### src/hw/cmpl_regs.svh
// Purpose: Register offsets, field positions and reset values of the comparator output logic
// Assumes: Byte-wide registers on a plain strobe port, one register per address
// Notes:   Definitions only
`ifndef CMPL_REGS_SVH
`define CMPL_REGS_SVH

`define CMPL_ADDR_W          4
`define CMPL_OFF_CTRL0       4'h0
`define CMPL_OFF_CTRL1       4'h1
`define CMPL_OFF_MIRROR      4'h2
`define CMPL_OFF_IRQSTAT     4'h3
`define CMPL_OFF_IRQMASK     4'h4

`define CMPL_BIT_ON          7
`define CMPL_BIT_OUT         6
`define CMPL_BIT_POL         4
`define CMPL_BIT_HYS         1
`define CMPL_BIT_SYNC        0
`define CMPL_BIT_RISE        1
`define CMPL_BIT_FALL        0
`define CMPL_BIT_MIRROR      0
`define CMPL_BIT_FLAG        0

`define CMPL_RST_CTRL0       8'h00
`define CMPL_RST_CTRL1       8'h00
`define CMPL_RST_MASK        8'h00

`endif

### src/hw/cmpl_pkg.sv
// Purpose: Shared types of the comparator output logic
// Assumes: Nothing beyond the register header
// Notes:   Types only
`default_nettype none
package cmpl_pkg;

	typedef struct packed {
		logic on;
		logic pol;
		logic hys;
		logic sync;
	} cmpl_ctrl_t;

	typedef struct packed {
		logic rise;
		logic fall;
	} cmpl_edge_t;

	typedef enum logic [2:0] {
		CMPL_SYNC_IDLE = 3'b001,
		CMPL_SYNC_HIGH = 3'b010,
		CMPL_SYNC_LOW  = 3'b100
	} cmpl_tclk_t;

endpackage
`default_nettype wire

### src/hw/cmpl_edge_det.sv
// Purpose: Rising and falling edge detector against the previous cycle
// Assumes: Input already synchronous to clk
// Notes:   One pulse per transition
`timescale 1ns/10ps
`default_nettype none
module cmpl_edge_det
(
	input  wire logic                 clk,
	input  wire logic                 rst_n,
	input  wire logic                 level,
	output cmpl_pkg::cmpl_edge_t      edges
);
	logic prevQ;

	always_ff @(posedge clk)
	begin
		if (!rst_n)
			prevQ <= 1'b0;
		else
			prevQ <= level;
	end

	assign edges.rise = level & ~prevQ;
	assign edges.fall = ~level & prevQ;

	chk_rise_once: assert property (@(posedge clk) disable iff (!rst_n) edges.rise |=> !edges.rise)
		else $error("rise detected twice in a row");
endmodule // cmpl_edge_det
`default_nettype wire

### src/hw/cmpl_tsync.sv
// Purpose: Latch the comparator output on the falling edge of the gating timer clock
// Assumes: Timer clock is a sampled level on clk, already after the prescaler
// Notes:   Output moves only on timer falling edges
`timescale 1ns/10ps
`default_nettype none
module cmpl_tsync
(
	input  wire logic   clk,
	input  wire logic   rst_n,
	input  wire logic   timerClk,
	input  wire logic   din,
	output logic        dout
);
	cmpl_pkg::cmpl_tclk_t stateQ;
	logic                 fallEdge;

	// Falling edge seen as a high-to-low step of the sampled clock
	assign fallEdge = (stateQ == cmpl_pkg::CMPL_SYNC_HIGH) && !timerClk;

	always_ff @(posedge clk)
	begin
		if (!rst_n)
			stateQ <= cmpl_pkg::CMPL_SYNC_IDLE;
		else
			case (stateQ)
				cmpl_pkg::CMPL_SYNC_IDLE: stateQ <= timerClk ? cmpl_pkg::CMPL_SYNC_HIGH : cmpl_pkg::CMPL_SYNC_LOW;
				cmpl_pkg::CMPL_SYNC_HIGH: stateQ <= timerClk ? cmpl_pkg::CMPL_SYNC_HIGH : cmpl_pkg::CMPL_SYNC_LOW;
				cmpl_pkg::CMPL_SYNC_LOW:  stateQ <= timerClk ? cmpl_pkg::CMPL_SYNC_HIGH : cmpl_pkg::CMPL_SYNC_LOW;
				default:                  stateQ <= cmpl_pkg::CMPL_SYNC_IDLE;
			endcase
	end

	always_ff @(posedge clk)
	begin
		if (!rst_n)
			dout <= 1'b0;
		else if (fallEdge)
			dout <= din;
	end

	chk_sync_fall_only: assert property (@(posedge clk) disable iff (!rst_n)
		!$stable(dout) |-> $past(stateQ) == cmpl_pkg::CMPL_SYNC_HIGH && !$past(timerClk))
		else $error("synchronized output moved off a timer falling edge");
endmodule // cmpl_tsync
`default_nettype wire

### src/hw/cmpl_top.sv
// Purpose: Digital logic around one analog comparator: enable, polarity, sync, edge interrupt
// Assumes: rawCompare from the analog core, timerClk after the timer prescaler, both synchronous
// Notes:   Interrupt flag set wins over a software clear in the same cycle
`timescale 1ns/10ps
`default_nettype none
`include "cmpl_regs.svh"
// How it works
// - Raw result high when positive input higher
// - comparator_on enables core, off saves power
// - Output readable in control and mirror registers
// - Internal output latched every instruction cycle
// - invert_output complements the raw result
// - hysteresis_on adds separation voltage
// - Output offered as timer gate source
// - Sync latches output on timer falling edge
// - Sync output changes only on falling edges
// - Own rising and falling edge detectors
// - Enabled edge sets compare_irq_flag
// - Edge during clear leaves flag set
// - Polarity or enable toggles may raise flag
module cmpl_top
#(
	parameter int DATA_W = 8
)
(
	input  wire logic                       clk,
	input  wire logic                       rst_n,
	input  wire logic [`CMPL_ADDR_W-1:0]    regAddr,
	input  wire logic [DATA_W-1:0]          regWdata,
	input  wire logic                       regWrite,
	input  wire logic                       regRead,
	output logic      [DATA_W-1:0]          regRdata,
	input  wire logic                       rawCompare,
	input  wire logic                       timerClk,
	output logic                            coreEnable,
	output logic                            hysteresisOn,
	output logic                            compareOut,
	output logic                            gateSource,
	output logic                            pinOut,
	output logic                            irq
);
	// Register fields sit at fixed bit positions up to bit 7
	if (DATA_W < 8)
	begin : g_width_check
		$error("DATA_W must be at least 8");
	end

	localparam logic [7:0] RST_CTRL0 = `CMPL_RST_CTRL0;
	localparam logic [7:0] RST_CTRL1 = `CMPL_RST_CTRL1;
	localparam logic [7:0] RST_MASK  = `CMPL_RST_MASK;

	cmpl_pkg::cmpl_ctrl_t ctrlQ;
	cmpl_pkg::cmpl_edge_t edgeEnQ;
	cmpl_pkg::cmpl_edge_t edges;
	logic                 flagQ;
	logic                 maskQ;
	logic                 outQ;
	logic                 syncOut;
	logic                 polOut;
	logic                 wrCtrl0;
	logic                 wrCtrl1;
	logic                 wrStat;
	logic                 wrMask;
	logic                 flagSet;

	assign wrCtrl0 = regWrite && regAddr == `CMPL_OFF_CTRL0;
	assign wrCtrl1 = regWrite && regAddr == `CMPL_OFF_CTRL1;
	assign wrStat  = regWrite && regAddr == `CMPL_OFF_IRQSTAT;
	assign wrMask  = regWrite && regAddr == `CMPL_OFF_IRQMASK;

	always_ff @(posedge clk)
	begin
		if (!rst_n)
		begin
			ctrlQ.on   <= RST_CTRL0[`CMPL_BIT_ON];
			ctrlQ.pol  <= RST_CTRL0[`CMPL_BIT_POL];
			ctrlQ.hys  <= RST_CTRL0[`CMPL_BIT_HYS];
			ctrlQ.sync <= RST_CTRL0[`CMPL_BIT_SYNC];
		end
		else if (wrCtrl0)
		begin
			ctrlQ.on   <= regWdata[`CMPL_BIT_ON];
			ctrlQ.pol  <= regWdata[`CMPL_BIT_POL];
			ctrlQ.hys  <= regWdata[`CMPL_BIT_HYS];
			ctrlQ.sync <= regWdata[`CMPL_BIT_SYNC];
		end
	end

	always_ff @(posedge clk)
	begin
		if (!rst_n)
		begin
			edgeEnQ.rise <= RST_CTRL1[`CMPL_BIT_RISE];
			edgeEnQ.fall <= RST_CTRL1[`CMPL_BIT_FALL];
		end
		else if (wrCtrl1)
		begin
			edgeEnQ.rise <= regWdata[`CMPL_BIT_RISE];
			edgeEnQ.fall <= regWdata[`CMPL_BIT_FALL];
		end
	end

	always_ff @(posedge clk)
	begin
		if (!rst_n)
			maskQ <= RST_MASK[`CMPL_BIT_FLAG];
		else if (wrMask)
			maskQ <= regWdata[`CMPL_BIT_FLAG];
	end

	// Core held off when disabled; the raw result is forced low so the output is defined
	assign coreEnable   = ctrlQ.on;
	assign hysteresisOn = ctrlQ.on & ctrlQ.hys;
	// Polarity still applies when disabled, so toggling it or on can make an edge
	assign polOut = (ctrlQ.on & rawCompare) ^ ctrlQ.pol;

	always_ff @(posedge clk)
	begin
		if (!rst_n)
			outQ <= 1'b0;
		else
			outQ <= polOut;
	end

	cmpl_tsync u_tsync
	(
		.clk      (clk),
		.rst_n    (rst_n),
		.timerClk (timerClk),
		.din      (outQ),
		.dout     (syncOut)
	);

	cmpl_edge_det u_edge
	(
		.clk   (clk),
		.rst_n (rst_n),
		.level (outQ),
		.edges (edges)
	);

	assign compareOut = outQ;
	// External path skips the instruction-cycle latch unless synchronised to the timer
	assign gateSource = ctrlQ.sync ? syncOut : polOut;
	assign pinOut     = gateSource;

	assign flagSet = (edges.rise & edgeEnQ.rise) | (edges.fall & edgeEnQ.fall);

	// Set beats a write-one clear in the same cycle
	always_ff @(posedge clk)
	begin
		if (!rst_n)
			flagQ <= 1'b0;
		else if (flagSet)
			flagQ <= 1'b1;
		else if (wrStat && regWdata[`CMPL_BIT_FLAG])
			flagQ <= 1'b0;
	end

	assign irq = flagQ & maskQ;

	always_ff @(posedge clk)
	begin
		if (!rst_n)
			regRdata <= '0;
		else if (regRead)
		begin
			regRdata <= '0;
			case (regAddr)
				`CMPL_OFF_CTRL0:
				begin
					regRdata[`CMPL_BIT_ON]   <= ctrlQ.on;
					regRdata[`CMPL_BIT_OUT]  <= outQ;
					regRdata[`CMPL_BIT_POL]  <= ctrlQ.pol;
					regRdata[`CMPL_BIT_HYS]  <= ctrlQ.hys;
					regRdata[`CMPL_BIT_SYNC] <= ctrlQ.sync;
				end
				`CMPL_OFF_CTRL1:
				begin
					regRdata[`CMPL_BIT_RISE] <= edgeEnQ.rise;
					regRdata[`CMPL_BIT_FALL] <= edgeEnQ.fall;
				end
				`CMPL_OFF_MIRROR:  regRdata[`CMPL_BIT_MIRROR] <= outQ;
				`CMPL_OFF_IRQSTAT: regRdata[`CMPL_BIT_FLAG]   <= flagQ;
				`CMPL_OFF_IRQMASK: regRdata[`CMPL_BIT_FLAG]   <= maskQ;
				default:           regRdata <= '0;
			endcase
		end
		else
			regRdata <= '0;
	end

	chk_raw_polarity: assert property (@(posedge clk) disable iff (!rst_n)
		1'b1 |=> outQ == (($past(ctrlQ.on) & $past(rawCompare)) ^ $past(ctrlQ.pol)))
		else $error("output does not follow raw result and polarity");

	chk_off_output: assert property (@(posedge clk) disable iff (!rst_n)
		!ctrlQ.on ##1 !ctrlQ.on |-> outQ == ctrlQ.pol || !$stable(ctrlQ.pol))
		else $error("disabled comparator output not at polarity");

	chk_flag_set: assert property (@(posedge clk) disable iff (!rst_n)
		flagSet |=> flagQ)
		else $error("enabled edge did not set flag");

	chk_set_wins: assert property (@(posedge clk) disable iff (!rst_n)
		flagSet && wrStat && regWdata[`CMPL_BIT_FLAG] |=> flagQ)
		else $error("clear beat a same-cycle edge");

	chk_flag_sticky: assert property (@(posedge clk) disable iff (!rst_n)
		flagQ && !wrStat |=> flagQ)
		else $error("flag dropped without software clear");

	chk_no_spurious: assert property (@(posedge clk) disable iff (!rst_n)
		!flagQ && !flagSet |=> !flagQ)
		else $error("flag set without enabled edge");

	chk_mirror_read: assert property (@(posedge clk) disable iff (!rst_n)
		regRead && regAddr == `CMPL_OFF_MIRROR |=> regRdata[`CMPL_BIT_MIRROR] == $past(outQ))
		else $error("mirror read wrong");

	chk_gate_select: assert property (@(posedge clk) disable iff (!rst_n)
		!ctrlQ.sync |-> gateSource == polOut)
		else $error("gate source not the output when unsynced");

	chk_hys_follow: assert property (@(posedge clk) disable iff (!rst_n)
		hysteresisOn == (ctrlQ.on && ctrlQ.hys))
		else $error("hysteresis control wrong");

	// Enable must have been off a cycle earlier too, else the old output may already match
	chk_pol_edge: assert property (@(posedge clk) disable iff (!rst_n)
		$changed(ctrlQ.pol) && !ctrlQ.on && !$past(ctrlQ.on) && edgeEnQ == 2'b11 && !wrCtrl1 |=> ##1 flagQ)
		else $error("polarity toggle did not raise flag");

	chk_write_on: assert property (@(posedge clk) disable iff (!rst_n)
		wrCtrl0 |=> coreEnable == $past(regWdata[`CMPL_BIT_ON]))
		else $error("core enable does not follow the written bit");

	chk_hys_write: assert property (@(posedge clk) disable iff (!rst_n)
		wrCtrl0 |=> hysteresisOn == ($past(regWdata[`CMPL_BIT_ON]) && $past(regWdata[`CMPL_BIT_HYS])))
		else $error("hysteresis does not follow the written bits");

	chk_ctrl0_read: assert property (@(posedge clk) disable iff (!rst_n)
		regRead && regAddr == `CMPL_OFF_CTRL0 |=> regRdata[`CMPL_BIT_OUT] == $past(outQ))
		else $error("control read shows wrong output bit");

	chk_read_idle: assert property (@(posedge clk) disable iff (!rst_n)
		!regRead |=> regRdata == '0)
		else $error("read data not zero outside a read");

	chk_edge_rise: assert property (@(posedge clk) disable iff (!rst_n)
		outQ && !$past(outQ) |-> edges.rise)
		else $error("rising output step not detected");

	chk_edge_fall: assert property (@(posedge clk) disable iff (!rst_n)
		!outQ && $past(outQ) |-> edges.fall)
		else $error("falling output step not detected");

	chk_edge_quiet: assert property (@(posedge clk) disable iff (!rst_n)
		outQ == $past(outQ) |-> !edges.rise && !edges.fall)
		else $error("edge detected on a steady output");

	chk_flag_clear: assert property (@(posedge clk) disable iff (!rst_n)
		wrStat && regWdata[`CMPL_BIT_FLAG] && !flagSet |=> !flagQ)
		else $error("write one did not clear the flag");

	// The timer counts on rising edges, so the gate must only move after a fall
	chk_sync_steady: assert property (@(posedge clk) disable iff (!rst_n)
		ctrlQ.sync && $past(ctrlQ.sync) && $changed(gateSource) |-> !$past(timerClk) && $past(timerClk, 2))
		else $error("synchronized gate source moved off a timer falling edge");


	cov_rise_irq: cover property (@(posedge clk) disable iff (!rst_n) edges.rise && edgeEnQ.rise);
	cov_fall_irq: cover property (@(posedge clk) disable iff (!rst_n) edges.fall && edgeEnQ.fall);
	cov_set_clear: cover property (@(posedge clk) disable iff (!rst_n) flagSet && wrStat);
	cov_sync_gate: cover property (@(posedge clk) disable iff (!rst_n) ctrlQ.sync && $changed(gateSource));
	cov_pol_off: cover property (@(posedge clk) disable iff (!rst_n) !ctrlQ.on && $changed(ctrlQ.pol));
endmodule // cmpl_top
`default_nettype wire

### config.mk
export PLATFORM = sky130hd
export DESIGN_NAME = cmpl_top
export DESIGN_NICKNAME = d
export VERILOG_FILES = /design/src/hw/cmpl_pkg.sv /design/src/hw/cmpl_edge_det.sv /design/src/hw/cmpl_tsync.sv /design/src/hw/cmpl_top.sv
export VERILOG_INCLUDE_DIRS = /design/src /design/src/hw
export SDC_FILE = /design/constraint.sdc
export NUM_CORES = 1
export LEC_CHECK = 0
export BUFFER_PORTS_ARGS = -buffer_cell sky130_fd_sc_hd__buf_2
export CAP_MARGIN = 20
export CORE_MARGIN = 1.5
export CORE_UTILIZATION = 35
export CTS_CLUSTER_SIZE = 20
export DETAILED_ROUTE_END_ITERATION = 16
export PLACE_DENSITY_LB_ADDON = 0.1
export REMOVE_ABC_BUFFERS = 1
export SLEW_MARGIN = 20
export SYNTH_ARGS = -nofsm -noshare
export SYNTH_HDL_FRONTEND = slang
export SYNTH_HIERARCHICAL = 1
export SYNTH_SLANG_ARGS = --single-unit
### constraint.sdc
create_clock -name clk -period 1.4 [get_ports clk]
set_input_delay 0.21 -clock clk [delete_from_list [all_inputs] [get_ports clk]]
set_output_delay 0.21 -clock clk [all_outputs]
set_load 0.02 [all_outputs]
# Word level (Yosys, flattened, before mapping)
# Index checks and enable logic that the tools add are counted.
[op_classes]
n_eq_ne = 7
mux = 6
bitwise_logic = 11
reduce_logical = 13
[op_table]
columns = ["op", "n"]
rows = [
  ["equality test 4 x 2 -> 1 bit, second input constant", 2],
  ["bitwise AND 1 bit", 7],
  ["logical AND 1 bit", 6],
  ["one-hot mux 1 bit (5 select lines)", 1],
  ["equality test 4 x 1 -> 1 bit, second input constant", 1],
  ["equality test 4 x 3 -> 1 bit, second input constant", 1],
  ["logical NOT 4 bit", 1],
  ["AND reduction 2 bit", 2],
  ["equality test 3 x 1 -> 1 bit, second input constant", 1],
  ["equality test 3 x 2 -> 1 bit, second input constant", 1],
  ["equality test 3 bit, second input constant", 1],
  ["2-to-1 mux 1 bit", 3],
  ["2-to-1 mux 3 bit", 1],
  ["AND reduction 3 bit", 1],
  ["OR reduction 3 bit", 1],
  ["NOT 1 bit", 2],
  ["one-hot mux 1 bit (2 select lines)", 1],
  ["nonzero test 2 bit", 1],
  ["logical NOT 1 bit", 1],
  ["OR 1 bit", 1],
  ["bitwise XOR 1 bit", 1],
]
[totals]
register_bits = 22
in_bits = 18
out_inout_bits = 14
elab_cells = 52

# Depth between registers and ports, before layout
[logic_depth]
word_depth = 5
ltp_mapped = 4
ltp_nobuf = 3

# By module
# The synthesis kept the hierarchy.
[modules_own_cells]
columns = ["mod", "n_inst", "cells_each", "area_each_um2", "seq_area_each_um2"]
rows = [
  ["cmpl_top", 1, 73, 656.9, 280.3],
  ["cmpl_tsync", 1, 18, 193.9, 80.1],
  ["cmpl_edge_det", 1, 4, 38.8, 20.0],
]

# Worst setup path before layout
# No wires, ideal clock.
[synth_path]
kind = "register to output"
from = "register ctrlQ (netlist bit coreEnable)"
to = "output pinOut"
t_arrival_ns = 1.175
t_required_ns = 1.190
setup_slack_ns = 0.015
stages_incl_launch_ff = 5
path_buffers = 1
cell_sequence = "dfxtp_1 > nand2_1 > xnor2_1 > mux2_2 > buf_4"
[synth_between]
elab_chain_cells = 3
[synth_lines]
columns = ["element", "line_no", "rtl"]
rows = [
  ["start: declaration", "cmpl_top.sv:52", "cmpl_pkg::cmpl_ctrl_t ctrlQ;"],
  ["bitwise AND 1 bit", "cmpl_top.sv:115", "assign polOut = (ctrlQ.on & rawCompare) ^ ctrlQ.pol;"],
  ["bitwise XOR 1 bit", "cmpl_top.sv:115", ""],
  ["2-to-1 mux 1 bit", "cmpl_top.sv:144", "assign gateSource = ctrlQ.sync ? syncOut : polOut;"],
  ["end: declaration", "cmpl_top.sv:39", "output logic pinOut,"],
]
# No other way between the ends.

# Final worst setup path
# Ends and elaborated chain as after synthesis.

==> summary.md <==
| Metric | Value |
|---|---|
| Final hold viol count | 0 |
| CTS Buf Count | 3 |
| Sw power | 0.2843 mW |
| Fin worst setup slack | -0.06982 ns |
| Maximum buffer depth of the clock tree | 2 |
| Initial antenna violation count | 0 |
| Ys Warns | 6 |
| Status | finished with violations |
| CTS Hold Buffers Added | 0 |
| 1st-iter DRT viols | 21 |
| First-pass GRT wire length | 2.739 mm |
| WL/cell | 11.61 um |
| Clock power frac | 0.272 |
| Largest cells by area after synthesis | dfxtp_1 (43%), and2_1 (4.9%), a21oi_1 (3.9%) |
| Share of the yosys chip area belonging to registers | 0.4276 |
| Post-synth top area cell | dfxtp_1 |
| Sink Count | 19 |
| Number of remaining DRC errors | 0 |
| Leakage power | 0.4619 nW |
| Most common cell after layout, fill and taps aside | buf_2 |
| Vias in the first global route | 627 |
| Via count | 724 |
| Inst Count DP | 147 |
| Comb power frac | 0.136 |
| Pin count of the biggest net entering global routing | 17 |
| Flops & latches, synth | 19 |
| Global routing usage on met3 | 0.05932 |
| Non-filler cells in the finished layout | 152 |
| Setup-failing EPs final | 2 |
| Number of synthesized flops with an enable pin | 0 |
| Core area | 2432 um2 |
| Number of fill cells in the layout | 263 |
| Ant. Diodes | 0 |
| Post-Route WL | 1.764 mm |
| Failing checks | negative setup slack |
| RePlAce Congestion | 0.7703 |
| GRT Total Usage | 0.1374 |
| Die Height | 53.42 um |
| Synthesized area per cell | 9.364 um2 |
| PortBufs | 24 |
| Layout cell share with drive strength beyond 1 | 0.3443 |
| Initial Util | 0.3657 |
| Clk root buf | clkbuf_4 |
| Fmax | 680.4 MHz |
| CTS clk-pin slew, worst paths | 0.11 ns |
| Flop pwr share | 0.593 |
| Cell Area, Synth | 889.6 um2 |
| I/O pins | 32 |
| Final Cycle Share | 1.050 |
| GRT met1 Usage | 0.1828 |
| CP Capture Type | primary output |
| Max-cap violations | 0 |
| Dpl cell area | 1025 um2 |
| RSZ-0062 raised after global routing | yes |
| Synth top area share | 0.4276 |
| Async S/R FF share, synth | 0 |
| Main synth FF type | dfxtp_1 |
| Crit-path slowest cell | dfxtp_2 |
| Cells after Synth | 95 |
| CP Data Arrival Time | 1.26 ns |
| CP Buf/Inv Count | 1 |
| Final HPWL DP | 1.323 mm |
| Max-slew violation count | 0 |
| Htree depth | 1 |
| Grt ovf | 0 |
| Busiest grt layer | met2 |
| Sw frac | 0.2787 |
| Die area | 2853 um2 |
| Site Rows | 18 |
| TritonCTS clock tree | yes |
| Die width | 53.42 um |
| Int Pwr | 0.7360 mW |
| Critical path class | reg -> out |
| Cell Chain, Critical Path | nand2_2, xnor2_2, mux2_4, buf_6 |
| Skew final | 0.003690 ns |
| Power density over the cells | 938.4 nW/um2 |
| Crit start category | flip-flop |
| Layout area overhead | 22.22% |
| Cell family with most CP delay | flip-flops |
| Nets@finish | 141 |
| Post-route cell area | 1087 um2 |
| Worst hold path type | in -> reg |
| Critical Path RT | 1.19 ns |
| Via density | 4.763 |
| Clk_lat worst skew | 0.30 ns |
| CP max stage delay | 0.35 ns |
| Yosys cell types | 33 |
| Number of detailed-route iterations in the first pass | 4 |
| Commonest non-fill, non-tap cells in the layout | buf_2 (22), dfxtp_1 (18), nand2_1 (8) |
| Tmin final | 1.470 ns |
| VDD IR-drop max | 0.4945 mV |
| Worst-path fanout max | 2 |
| DRT antenna net count | 0 |
| GR Util met2 | 0.1996 |
==> through the flow <==
stage                     hold slack (ns)  worst slack, ns  power (mW)  setup TNS [ns]    util
after global placement             0.4458          0.07630      0.7460               0  0.4213
after CTS                          0.1391         -0.08357       1.032         -0.1664  0.4470
after global routing               0.1386          -0.1278       1.072         -0.2539  0.4470
final                              0.1469         -0.06982       1.020         -0.1392  0.4470
after floorplan                    0.3250           0.1477      0.6897               0       -
after detailed placement           0.4508          0.07800      0.7508               0  0.4213
==> timing repair <==
item / in CTS / in global routing
endpoints found under the hold margin: 0 / 0
setup endpoints to repair: 2 / 2
resized for setup: 8 / 0
buffers inserted: 1 / 0
==> state kept, by name, indices dropped and copies added, names as in the netlist <==
register / cells
maskQ: 1
regRdata: 5
flagQ: 1
u_tsync/stateQ: 3
edgeEnQ: 2
u_tsync/dout: 1
compareOut: 1
u_edge/prevQ: 1
coreEnable: 1
ctrlQ: 3
==> cell type report <==
| type | instances | area [um2] | area share |
|---|---|---|---|
| Inverter | 4 | 15.01 | 0.01381 |
| Clock buffer | 3 | 22.52 | 0.02071 |
| Sequential cell | 19 | 381.6 | 0.3510 |
| Multi-Input combinational cell | 68 | 470.5 | 0.4327 |
| Clock inverter | 1 | 5.005 | 0.004603 |
| Timing Repair Buffer | 27 | 155.1 | 0.1427 |
| Tap cell | 30 | 37.54 | 0.03452 |
==> synthesized netlist by cell type (2+ instances only) <==
cell and number:
nand3_1 7, and2_1 7, a21oi_1 7, nand2_1 9, mux2_2 3, mux2i_1 3, dfxtp_1 19, a22o_1 2
o21ai_0 4, nor4b_1 2, inv_1 4, nor2_1 2, nor2b_1 2, nor4bb_1 2, buf_4 4
==> worst reg2reg max path, stage by stage, from the launching register on <==
cell and delay [ns]:
dfxtp_1 0.39, mux2_2 0.28, a32oi_1 0.20, a21oi_1 0.09
==> per-layer routing <==
metal | vias to the layer above | share of wire
met2 | 19 | 0.44
li1 | 386 | -
met3 | 2 | 0.047
met1 | 317 | 0.51
met4 | 0 | 0.0074
met5 | - | 0
==> power by group through the flow <==
stage                     Sequential (mW)  Clock, mW  Combinational (mW)
after global routing                0.609      0.310               0.153
after global placement              0.614          0               0.132
after detailed placement            0.617          0               0.134
final                               0.605      0.277               0.138
after CTS                           0.605      0.289               0.139
after floorplan                     0.609          0              0.0807
==> final timing paths <==
kind	from	end	slack, ns	cells past startpoint
setup reg to reg	compareOut	regRdata[0]	0.33	3
hold / removal	regWdata[7]	coreEnable	0.15	3
hold reg to reg	u_tsync/dout	u_tsync/dout	0.47	2
setup / recovery	coreEnable	pinOut	-0.07	4
==> logic make-up (layout without fill, tap and decap cells) <==
family,after synthesis,count (layout),synth area share
AOI/OAI and AO/OA,19,19,0.1393
xor gates and xnor gates,2,2,0.01969
buffers and inverters,10,35,0.06750
DFF,19,19,0.4276
muxes,6,6,0.07173
other,1,3,0.004215
and+or+nand+nor,38,38,0.2700
No activity file was read; power rests on OpenSTA's default activity.
